<file path="src/hw/rcf_regs.svh">
// Register map, field positions and reset values of the reset-cause flags
//
// Contract
// - Stack overflow reset sets bit 7 of the low flag register.
// - Stack underflow reset sets bit 6 of the low flag register.
// - Watchdog clear in closed window reset clears bit 5.
// - Watchdog time-out reset clears bit 4; stays one otherwise.
// - External pin reset clears bit 3; reads one until then.
// - Reset instruction clears bit 2.
// - Power-on reset clears bit 1 of the low flag register.
// - Brown-out reset clears bit 0 of the low flag register.
// - Memory execution violation reset clears bit 1 of the high register.
// - Firmware may write every flag to re-arm or clear it.
// - High register bits 7 to 2 and bit 0 always read zero.
// - Only the flag of the actual cause changes; others keep value.
// - Firmware writing a flag active only stores it, no reset.
// - Brown-out ready reads one when armed, zero when off or warming; code follows i_bor_armed, not software_brownout_enable.
`ifndef RCF_REGS_SVH
`define RCF_REGS_SVH

`define RCF_OFS_FLAGS_LO 8'h00
`define RCF_OFS_FLAGS_HI 8'h04
`define RCF_OFS_BOR_CTL 8'h08
`define RCF_OFS_IRQ_STS 8'h0C
`define RCF_OFS_IRQ_MSK 8'h10

`define RCF_BIT_STK_OVF 7
`define RCF_BIT_STK_UNF 6
`define RCF_BIT_WDT_WIN 5
`define RCF_BIT_WDT_TO 4
`define RCF_BIT_PIN 3
`define RCF_BIT_SW 2
`define RCF_BIT_POR 1
`define RCF_BIT_BOR 0
`define RCF_BIT_MEMORY_VIOLATION_FLAG 1
`define RCF_BIT_SOFTWARE_BROWNOUT_ENABLE 7
`define RCF_BIT_BOR_RDY 0

`define RCF_FLAGS_LO_RST 8'h3C
`define RCF_MEMORY_VIOLATION_FLAG_RST 1'b1
`define RCF_SOFTWARE_BROWNOUT_ENABLE_RST 1'b1
`define RCF_RESP_OKAY 2'h0
`define RCF_RESP_SLVERR 2'h2

`endif

</file>
<file path="src/hw/rcf_pkg.sv">
// Types of the reset-cause flag block
package rcf_pkg;

   typedef enum logic [5:0] {
      RCF_SEL_NONE = 6'h01,
      RCF_SEL_LO = 6'h02,
      RCF_SEL_HI = 6'h04,
      RCF_SEL_BOR = 6'h08,
      RCF_SEL_STS = 6'h10,
      RCF_SEL_MSK = 6'h20
   } rcf_sel_t;

   typedef struct packed {
      logic [7:0] evt_s1;
      logic [7:0] evt_s2;
      logic [7:0] evt_s3;
      logic strap_done;
      logic [7:0] flags_lo;
      logic memory_violation_flag;
      logic software_brownout_enable;
      logic [7:0] irq_sts;
      logic [7:0] irq_msk;
      logic irq;
      logic awready;
      logic [7:0] aw_addr;
      logic wready;
      logic [7:0] wdata;
      logic wstrb0;
      logic bvalid;
      logic [1:0] bresp;
      logic arready;
      logic rvalid;
      logic [31:0] rdata;
      logic [1:0] rresp;
   } rcf_state_t;

endpackage

</file>
<file path="src/hw/rcf_top.sv">
// Reset-cause flag registers with AXI4-Lite slave and interrupt
//
// The address map and the AXI4-Lite interface to the registers were left to the implementer.
`include "rcf_regs.svh"

module rcf_top #(
   parameter int ADDR_W = 8
) (
   input wire logic i_ref_clk,
   input wire logic i_rst_n,
   input wire logic i_bor_cause,
   input wire logic i_evt_stk_ovf,
   input wire logic i_evt_stk_unf,
   input wire logic i_evt_wdt_win,
   input wire logic i_evt_wdt_to,
   input wire logic i_evt_pin,
   input wire logic i_evt_sw,
   input wire logic i_evt_memory_violation_flag,
   input wire logic i_bor_armed,
   input wire logic [ADDR_W-1:0] i_awaddr,
   input wire logic i_awvalid,
   output logic o_awready,
   input wire logic [31:0] i_wdata,
   input wire logic [3:0] i_wstrb,
   input wire logic i_wvalid,
   output logic o_wready,
   output logic [1:0] o_bresp,
   output logic o_bvalid,
   input wire logic i_bready,
   input wire logic [ADDR_W-1:0] i_araddr,
   input wire logic i_arvalid,
   output logic o_arready,
   output logic [31:0] o_rdata,
   output logic [1:0] o_rresp,
   output logic o_rvalid,
   input wire logic i_rready,
   output logic o_software_brownout_enable,
   output logic o_irq
);
   import rcf_pkg::*;

   localparam rcf_state_t ST_RST = '{
      flags_lo: `RCF_FLAGS_LO_RST,
      memory_violation_flag: `RCF_MEMORY_VIOLATION_FLAG_RST,
      software_brownout_enable: `RCF_SOFTWARE_BROWNOUT_ENABLE_RST,
      awready: 1'b1,
      wready: 1'b1,
      arready: 1'b1,
      default: '0
   };

   // Refuse address widths the decoder cannot serve
   if (ADDR_W < 5 || ADDR_W > 32) begin : g_bad_addr_w
      $error("ADDR_W must be 5 to 32");
   end

   rcf_state_t s_r;
   rcf_state_t s_nxt;
   logic [1:0] rst_q_r;
   logic rst_n_s;
   logic [7:0] rise;
   rcf_sel_t wsel;
   rcf_sel_t rsel;

   // Decode the low byte of an address to a register select
   function automatic rcf_sel_t dec(input logic [ADDR_W-1:0] a);
      logic [7:0] lo;
      rcf_sel_t r;
      lo = 8'(a);
      r = RCF_SEL_NONE;
      if (a[ADDR_W-1:0] == ADDR_W'(lo)) begin
         case (lo)
            `RCF_OFS_FLAGS_LO: r = RCF_SEL_LO;
            `RCF_OFS_FLAGS_HI: r = RCF_SEL_HI;
            `RCF_OFS_BOR_CTL: r = RCF_SEL_BOR;
            `RCF_OFS_IRQ_STS: r = RCF_SEL_STS;
            `RCF_OFS_IRQ_MSK: r = RCF_SEL_MSK;
            default: r = RCF_SEL_NONE;
         endcase
      end
      return r;
   endfunction

   // Reset release through two flip-flops
   always_ff @(posedge i_ref_clk or negedge i_rst_n) begin
      if (!i_rst_n) begin
         rst_q_r <= 2'h0;
      end else begin
         rst_q_r <= {rst_q_r[0], 1'b1};
      end
   end
   assign rst_n_s = rst_q_r[1];

   assign wsel = dec(ADDR_W'(s_r.aw_addr));
   assign rsel = dec(i_araddr);
   assign rise = s_r.evt_s2 & ~s_r.evt_s3;

   always_comb begin
      s_nxt = s_r;

      // Cause inputs sync, edge taken once per event
      // event capture
      s_nxt.evt_s1 = {i_evt_stk_ovf, i_evt_stk_unf, i_evt_wdt_win,
                      i_evt_wdt_to, i_evt_pin, i_evt_sw, i_evt_memory_violation_flag,
                      i_bor_armed};
      s_nxt.evt_s2 = s_r.evt_s1;
      s_nxt.evt_s3 = s_r.evt_s2;

      // Power-up cause caught once after reset release
      // power-on cause
      if (!s_r.strap_done) begin
         s_nxt.strap_done = 1'b1;
         s_nxt.flags_lo[`RCF_BIT_POR] = i_bor_cause;
         s_nxt.flags_lo[`RCF_BIT_BOR] = ~i_bor_cause;
      end

      // Write address and data taken in either order
      if (i_awvalid && s_r.awready) begin
         s_nxt.awready = 1'b0;
         // Upper address bits set map to an unmapped slot
         if (i_awaddr == ADDR_W'(8'(i_awaddr))) begin
            s_nxt.aw_addr = 8'(i_awaddr);
         end else begin
            s_nxt.aw_addr = 8'hFF;
         end
      end
      if (i_wvalid && s_r.wready) begin
         s_nxt.wready = 1'b0;
         s_nxt.wdata = i_wdata[7:0];
         s_nxt.wstrb0 = i_wstrb[0];
      end

      if (!s_r.awready && !s_r.wready && !s_r.bvalid) begin
         s_nxt.bvalid = 1'b1;
         s_nxt.bresp = `RCF_RESP_OKAY;
         if (s_r.wstrb0) begin
            unique case (wsel)
               RCF_SEL_LO: s_nxt.flags_lo = s_r.wdata;
               RCF_SEL_HI: s_nxt.memory_violation_flag = s_r.wdata[`RCF_BIT_MEMORY_VIOLATION_FLAG];
               RCF_SEL_BOR: s_nxt.software_brownout_enable = s_r.wdata[`RCF_BIT_SOFTWARE_BROWNOUT_ENABLE];
               RCF_SEL_STS: s_nxt.irq_sts = s_r.irq_sts & ~s_r.wdata;
               RCF_SEL_MSK: s_nxt.irq_msk = s_r.wdata;
               RCF_SEL_NONE: s_nxt.bresp = `RCF_RESP_SLVERR;
            endcase
         end else if (wsel == RCF_SEL_NONE) begin
            s_nxt.bresp = `RCF_RESP_SLVERR;
         end
      end
      if (s_r.bvalid && i_bready) begin
         s_nxt.bvalid = 1'b0;
         s_nxt.awready = 1'b1;
         s_nxt.wready = 1'b1;
      end

      // Hardware updates after the write so an event beats a clear
      // only the matching flag
      if (rise[7]) begin
         s_nxt.flags_lo[`RCF_BIT_STK_OVF] = 1'b1;
      end
      if (rise[6]) begin
         s_nxt.flags_lo[`RCF_BIT_STK_UNF] = 1'b1;
      end
      if (rise[5]) begin
         s_nxt.flags_lo[`RCF_BIT_WDT_WIN] = 1'b0;
      end
      if (rise[4]) begin
         s_nxt.flags_lo[`RCF_BIT_WDT_TO] = 1'b0;
      end
      if (rise[3]) begin
         s_nxt.flags_lo[`RCF_BIT_PIN] = 1'b0;
      end
      if (rise[2]) begin
         s_nxt.flags_lo[`RCF_BIT_SW] = 1'b0;
      end
      if (rise[1]) begin
         s_nxt.memory_violation_flag = 1'b0;
      end
      s_nxt.irq_sts = s_nxt.irq_sts | rise;
      s_nxt.irq = |(s_nxt.irq_sts & s_nxt.irq_msk);

      // Read channel
      if (i_arvalid && s_r.arready) begin
         s_nxt.arready = 1'b0;
         s_nxt.rvalid = 1'b1;
         s_nxt.rresp = `RCF_RESP_OKAY;
         s_nxt.rdata = 32'h0;
         unique case (rsel)
            RCF_SEL_LO: s_nxt.rdata[7:0] = s_r.flags_lo;
            RCF_SEL_HI: s_nxt.rdata[`RCF_BIT_MEMORY_VIOLATION_FLAG] = s_r.memory_violation_flag;
            RCF_SEL_BOR: begin
               s_nxt.rdata[`RCF_BIT_SOFTWARE_BROWNOUT_ENABLE] = s_r.software_brownout_enable;
               s_nxt.rdata[`RCF_BIT_BOR_RDY] = s_r.evt_s2[0];
            end
            RCF_SEL_STS: s_nxt.rdata[7:0] = s_r.irq_sts;
            RCF_SEL_MSK: s_nxt.rdata[7:0] = s_r.irq_msk;
            RCF_SEL_NONE: s_nxt.rresp = `RCF_RESP_SLVERR;
         endcase
      end
      if (s_r.rvalid && i_rready) begin
         s_nxt.rvalid = 1'b0;
         s_nxt.arready = 1'b1;
      end
   end

   always_ff @(posedge i_ref_clk or negedge rst_n_s) begin
      if (!rst_n_s) begin
         s_r <= ST_RST;
      end else begin
         s_r <= s_nxt;
      end
   end

   assign o_awready = s_r.awready;
   assign o_wready = s_r.wready;
   assign o_bvalid = s_r.bvalid;
   assign o_bresp = s_r.bresp;
   assign o_arready = s_r.arready;
   assign o_rvalid = s_r.rvalid;
   assign o_rdata = s_r.rdata;
   assign o_rresp = s_r.rresp;
   assign o_software_brownout_enable = s_r.software_brownout_enable;
   assign o_irq = s_r.irq;

endmodule

</file>
<file path="config.mk">
export PLATFORM = sky130hd
export DESIGN_NAME = rcf_top
export DESIGN_NICKNAME = d
export VERILOG_FILES = /design/src/hw/rcf_pkg.sv /design/src/hw/rcf_top.sv
export VERILOG_INCLUDE_DIRS = /design/src /design/src/hw
export SDC_FILE = /design/constraint.sdc
export NUM_CORES = 1
export LEC_CHECK = 0
export BUFFER_PORTS_ARGS = -buffer_cell sky130_fd_sc_hd__buf_2
export CORE_MARGIN = 2
export CORE_UTILIZATION = 55
export CTS_CLUSTER_DIAMETER = 50
export CTS_CLUSTER_SIZE = 8
export DETAILED_ROUTE_END_ITERATION = 8
export PLACE_DENSITY_LB_ADDON = 0.05
export SETUP_SLACK_MARGIN = 0.3
export SKIP_CTS_REPAIR_TIMING = 1
export SYNTH_ARGS = -nofsm -noshare
export SYNTH_HDL_FRONTEND = slang
export SYNTH_SLANG_ARGS = --single-unit
</file>
<file path="constraint.sdc">
create_clock -name i_ref_clk -period 8 [get_ports i_ref_clk]
set_input_delay 1.2 -clock i_ref_clk [delete_from_list [all_inputs] [get_ports i_ref_clk]]
set_output_delay 1.2 -clock i_ref_clk [all_outputs]
set_load 0.01 [all_outputs]
</file>
==> out/results.txt, run 1 <==
Status - completed
CTS tree - done
Worst Setup End Kind - flip-flop
Min Hold Slack - 0.352 ns
Rows - 29
Synth async-reset ratio - 1.00
R2R Setup Slk - 5.43 ns
I/O pins - 111
Critical register-to-register path endpoint - o_irq
Root Buffer - clkbuf_8
Most common cell after layout, fill and taps aside - dfrtp_1
Core region area - 6350 um2
Clock Latency Late Sink - 0.35 ns
Least-Margin Pin Slew - 1.04 ns
Final Skew - 0.00828 ns
Seq cells post-synth - 86
Vias - 2296
Post-synth top area share - 0.531
Chip width - 85.2 um
Setup CP Type - primary input to flip-flop
DIE HEIGHT - 85.2 um
Clock Pin Slew Worst Setup and Hold Paths - 0.09 ns
Fraction of layout cells with a size suffix above 1 - 0.331
Worst slew margin - 0.308
Worst Hold End - s_nxt[91]
GP Congestion - 0.759
CP max FO - 7
Pre-Repair DR Iteration Count - 4
Htree depth - 3
Main combinational cell family by area after synthesis - simple AND/OR/NAND/NOR gates
Maximum clock path buffer count - 2
Iteration-0 DRC Markers - 184
Post-route clock period utilization - 0.352
Post-Syn Instances - 298
Yosys warns - 0
GRT Overall Usage - 0.189
Synthesized area per cell - 12.2 um2
Post-Syn Area - 3630 um2
CP arrival - 3.11 ns
IO Port Bufs - 57
Slew Limit Fails - 0
Post-synth EDFFs - 0
Final WL - 6290 um
Post-synthesis simple-gate area fraction - 0.134
Startpoint Class - primary input
Crit-path cells - buf_2 > or4_1 > nor4_2 > a22oi_1 > nand2_1 > a22o_1
Finished Core Util - 0.635
Fill cells - 544
Lkg Pwr - 0.00189 uW
Power Density - 266 nW/um2
Sequential-to-total area share from yosys stat - 0.597
CTS Buf Count - 9
Crit Reg-Reg Startpoint - o_awready
Worst Path Required - 8.29 ns
Die ar. - 7260 um2
Area Growth Syn to Fin - 11.1%
Final setup margin - 5.18 ns
TNS Setup - 0 ns
Vias per inst - 5.25
Crit path buffers/inverters - 1
Unrepaired setup endpoints after global routing - false
Unique masters post-synth - 38
Vias in the first global route - 2090
Cells on Worst Hold Path - 0
Net count reported at finish - 423
Max-cap violations - 0
Remaining antenna violation count - 0
Place WS - 4.86 ns
Delay-heaviest family, CP - simple AND/OR/NAND/NOR gates
Post-synthesis xor/xnor area fraction - 0
Hold Path Class - flip-flop to flip-flop
Adder-cell share of the synthesized area - 0
Synth area leaders - dfrtp_1 (53%), mux2_2 (8.1%), buf_4 (7.5%)
DRC - 0
Crit-path slowest cell - nor4_2
Initial core utilization - 0.571
Worst Min Path Start - s_nxt[99]
CP max stage delay - 0.75 ns
Most frequent cells in the layout - dfrtp_1 (76), buf_2 (57), conb_1 (28), nand2_1 (27), mux2_2 (26)
Dpl hpwl - 4380 um
Compound-Gate Fraction of Synth Area - 0.0825
Multiplexer area fraction after synthesis - 0.0973
Top_reg_cell synth - dfrtp_1
Area leader, netlist - dfrtp_1
Initial antenna violation count - 0
Wire per inst - 14.4 um
Final setup viols - 0
Final Hold Viols - 0
Setup crit start - i_araddr[6]
Ant diodes - 0
GRT Residual Overflow - 0
First-pass GRT wire length - 10500 um
Max VDD drop - 0.176 mV
Fin crit period - 2.82 ns
R2R depth - 5
Highest clock rate - 355 MHz
Largest net degree at the start of global routing - 85
TritonCTS Sinks - 86
[worst max path at each step]
stage	to	slack, ns	depth (start not counted)
finish	o_rdata[6]	5.18	6
global route	o_rdata[4]	5.04	6
CTS	o_rdata[5]	5.23	6
detailed placement	o_rdata[5]	4.86	6
global placement	o_rdata[5]	4.91	6
floorplan	o_rdata[2]	5.17	5
[per-stage QoR]
stage	instance area, um2	power [uW]	instances
detailed placement	3830	785	421
global route	4030	1130	437
finish	4030	1070	437
global placement	3830	776	421
CTS	4030	1090	437
floorplan	3720	735	324
[Yosys cell counts (4+ instances only)]
cell and number:
buf_4 36, dfrtp_1 77, nand3_1 8, dfstp_2 9, nor2_1 11, o21ai_0 8, a22oi_1 10, a21oi_1 15
inv_1 8, nor3_1 4, mux2_2 26, mux2i_1 6, a22o_1 5, nand2_1 27, nor2b_1 13
[routing by layer]
| metal | track usage | wire (um) | vias to the layer above |
|---|---|---|---|
| met5 | 0 | 0 | - |
| met4 | 0.0952 | 107 | 0 |
| met3 | 0.0409 | 381 | 11 |
| met2 | 0.261 | 2710 | 74 |
| met1 | 0.285 | 3090 | 1123 |
| li1 | - | - | 1088 |
[flip-flops by register name, indices dropped and copies added, names as in the netlist, 2 cells and up]
register,flops
o_rdata,8
s_r,51
rst_q_r,2
s_nxt,16
[logic make-up (layout without fill, tap and decap cells)]
| kind of cell | Yosys count | in the layout |
|---|---|---|
| simple gates | 84 | 84 |
| other cells | 2 | 28 |
| buf+inv | 47 | 83 |
| mux | 32 | 32 |
| compound gates | 47 | 47 |
| flops | 86 | 86 |
[area by class of cell]
class | instances | area, um2 | area share
Inverter | 8 | 30.0 | 0.00745
Clock buffer | 9 | 124 | 0.0307
Timing Repair Buffer | 59 | 300 | 0.0745
Clock inverter | 7 | 71.3 | 0.0177
Sequential cell | 86 | 2170 | 0.538
Tap cell | 77 | 96.3 | 0.0239
Multi-Input combinational cell | 191 | 1240 | 0.308
[where the power goes]
| part | total [uW] | internal, uW | switching (uW) | leakage [uW] |
|---|---|---|---|---|
| Sequential | 591 | 514 | 76.9 | 0.00100 |
| Combinational | 182 | 96.0 | 86.2 | 0.000784 |
| Clock | 299 | 145 | 154 | 0.000104 |
No activity file was read; power rests on OpenSTA's default activity.
==> run 2: changes to the inputs <==
--- a/config.mk
+++ b/config.mk
@@ -8,7 +8,7 @@
 export LEC_CHECK = 0
 export BUFFER_PORTS_ARGS = -buffer_cell sky130_fd_sc_hd__buf_2
 export CORE_MARGIN = 2
-export CORE_UTILIZATION = 55
+export CORE_UTILIZATION = 46
 export CTS_CLUSTER_DIAMETER = 50
 export CTS_CLUSTER_SIZE = 8
 export DETAILED_ROUTE_END_ITERATION = 8
==> constraint.sdc (replaced) <==
create_clock -name i_ref_clk -period 2.3 [get_ports i_ref_clk]
set_input_delay 0.345 -clock i_ref_clk [delete_from_list [all_inputs] [get_ports i_ref_clk]]
set_output_delay 0.345 -clock i_ref_clk [all_outputs]
set_load 0.01 [all_outputs]
==> out/results.txt, run 2 (synthesis gave the netlist of run 1 again) <==
Status - completed (unchanged)
Rows - 32 (was 29)
GRT Residual Overflow - 0 (unchanged)
Dpl cell area - 4010 um2 (was 3830 um2)
R2R Setup Slk - 0.13 ns (was 5.43 ns)
CP arrival - 2.39 ns (was 3.11 ns)
Most common cell after layout, fill and taps aside - dfrtp_1 (unchanged)
Wire per inst - 13.9 um (was 14.4 um)
Dpl hpwl - 4720 um (was 4380 um)
Setup CP Type - flip-flop to flip-flop (was primary input to flip-flop)
Remaining antenna violation count - 0 (unchanged)
Min Hold Slack - 0.0901 ns (was 0.352 ns)
Unrepaired setup endpoints after global routing - true (was false)
Crit-path slowest cell - or4_4 (was nor4_2)
Worst slew margin - 0.583 (was 0.308)
Fill cells - 689 (was 544)
Area Growth Syn to Fin - 18.4% (was 11.1%)
Sw Ratio - 0.285 (was 0.296)
Maximum clock path buffer count - 2 (unchanged)
I/O pins - 111 (unchanged)
Vias per inst - 4.74 (was 5.25)
Vias - 2275 (was 2296)
Largest net degree at the start of global routing - 49 (was 85)
Clock Pin Slew Worst Setup and Hold Paths - 0.09 ns (about the same)
Setup crit start - s_r[54] (was i_araddr[6])
Initial antenna violation count - 0 (unchanged)
First-pass GRT wire length - 10800 um (was 10500 um)
Iteration-0 DRC Markers - 71 (was 184)
CP max stage delay - 0.57 ns (was 0.75 ns)
TritonCTS Sinks - 86 (unchanged)
Startpoint Class - flip-flop (was primary input)
Power Density - 938 nW/um2 (was 266 nW/um2)
IO Port Bufs - 57 (unchanged)
Max-cap violations - 0 (unchanged)
GRT Overall Usage - 0.166 (was 0.189)
Ant diodes - 0 (unchanged)
P_int - 2880 uW (was 755 uW)
Worst Path Required - 2.53 ns (was 8.29 ns)
DRC - 0 (unchanged)
Fin crit period - 2.17 ns
Clock Latency Late Sink - 0.35 ns (about the same)
Fin area - 4290 um2 (was 4030 um2)
CTS tree - done (unchanged)
Crit-path cells - or4_4 > nor4_4 > buf_12 > mux2_4 > a22oi_2 > nand4_1 (was buf_2 > or4_1 > nor4_2 > a22oi_1 > nand2_1 > a22o_1)
GP Congestion - 0.866 (was 0.759)
Worst Setup End Kind - flip-flop (unchanged)
Post-route clock period utilization - 0.941
Slew Limit Fails - 0 (unchanged)
DIE HEIGHT - 92.8 um (was 85.2 um)
Htree depth - 3 (unchanged)
CP max FO - 8 (was 7)
Final WL - 6690 um (was 6290 um)
Vias in the first global route - 2231 (was 2090)
Multi-input logic area - 1280 um2 (was 1240 um2)
Most frequent cells in the layout - dfrtp_1 (76), buf_2 (57), conb_1 (28), nand2_1 (26), mux2_2 (23) (was dfrtp_1 (76), buf_2 (57), conb_1 (28), nand2_1 (27), mux2_2 (26))
Final Hold Viols - 0 (unchanged)
Pre-Repair DR Iteration Count - 4 (unchanged)
Register Area - 2170 um2 (unchanged)
Max reg flops - 51 (unchanged)
Root Buffer - clkbuf_8 (unchanged)
Crit Reg-Reg Startpoint - s_r[54] (was o_awready)
Sw Pwr - 1150 uW (was 317 uW)
Initial core utilization - 0.472 (was 0.571)
Finished Core Util - 0.559 (was 0.635)
Lkg Pwr - 0.00202 uW (was 0.00189 uW)
Fraction of layout cells with a size suffix above 1 - 0.370 (was 0.331)
Worst Min Path Start - i_evt_memory_violation_flag (was s_nxt[99])
Final Skew - 0.0137 ns (was 0.00828 ns)
Highest clock rate - 462 MHz
Least-Margin Pin Slew - 0.626 ns (was 1.04 ns)
Net count reported at finish - 441 (was 423)
Core region area - 7690 um2 (was 6350 um2)
Hold Path Class - primary input to flip-flop (was flip-flop to flip-flop)
Max VDD drop - 0.558 mV (was 0.176 mV)
Die ar. - 8610 um2 (was 7260 um2)
Combinational Power Share - 0.205 (was 0.170)
Chip width - 92.8 um (was 85.2 um)
Seq pwr share - 0.497 (was 0.551)
Clock share of power - 0.298 (was 0.279)
TNS Setup - 0 ns (unchanged)
CTS Buf Count - 9 (unchanged)
Final setup viols - 0 (unchanged)
Biggest register - s_r (unchanged)
==> run 2: cell count changes in the layout (fill, tap and decap cells not counted), moves of 2 or more <==
cell / before / now
a22oi_2: 0 / 3
mux2_4: 0 / 3
mux2_2: 26 / 23
buf_12: 0 / 2
a22oi_1: 10 / 7
buf_4: 2 / 17
clkinv_2: 3 / 0
==> run 2: worst paths after layout <==
check                                                   to  cells past startpoint
worst max register to register                       o_irq                      6
worst max-delay path                                 o_irq                      6
max in group asynchronous       o_software_brownout_enable                      1
worst min-delay path                             s_nxt[95]                      1
min in group asynchronous                       rst_q_r[1]                      2
worst min register to register                   s_nxt[91]                      0
==> run 2: worst max-delay path: cells and delay by family, from the launching register on <==
family | cells | cell delay (ns)
compound gates | 1 | 0.21
buf+inv | 1 | 0.17
flops | 1 | 0.39
mux | 1 | 0.31
simple gates | 3 | 0.96
==> run 2: cell type report <==
class,count,area share
multi-input cells,191,0.298
well taps,102,0.0297
inverters,8,0.00699
clock buffers,11,0.0329
flip-flops and latches,86,0.505
repair buffers,77,0.108
clock inverters,5,0.0201
==> run 2: power by group through the flow <==
stage	sequential [uW]	clock, uW	combinational, uW
after global routing	2050	1310	907
after floorplan	2020	0	540
after detailed placement	2040	0	796
after global placement	2030	0	783
final	2000	1200	826
after CTS	2010	1230	798
==> run 2: metal layers <==
metal | global-route usage | part of all wire | up-vias
met2 | 0.244 | 0.44 | 66
met5 | 0 | 0 | -
met4 | 0.0797 | 0.017 | 0
met3 | 0.0342 | 0.050 | 9
met1 | 0.235 | 0.49 | 1073
li1 | - | - | 1127
==> run 2: through the flow <==
stage	power (uW)	setup slack, ns	cells
after global routing	4270	0.0483	480
after detailed placement	2830	0.0703	461
after global placement	2810	0.0583	461
final	4030	0.135	480
after CTS	4040	0.0716	477
after floorplan	2560	0.136	324
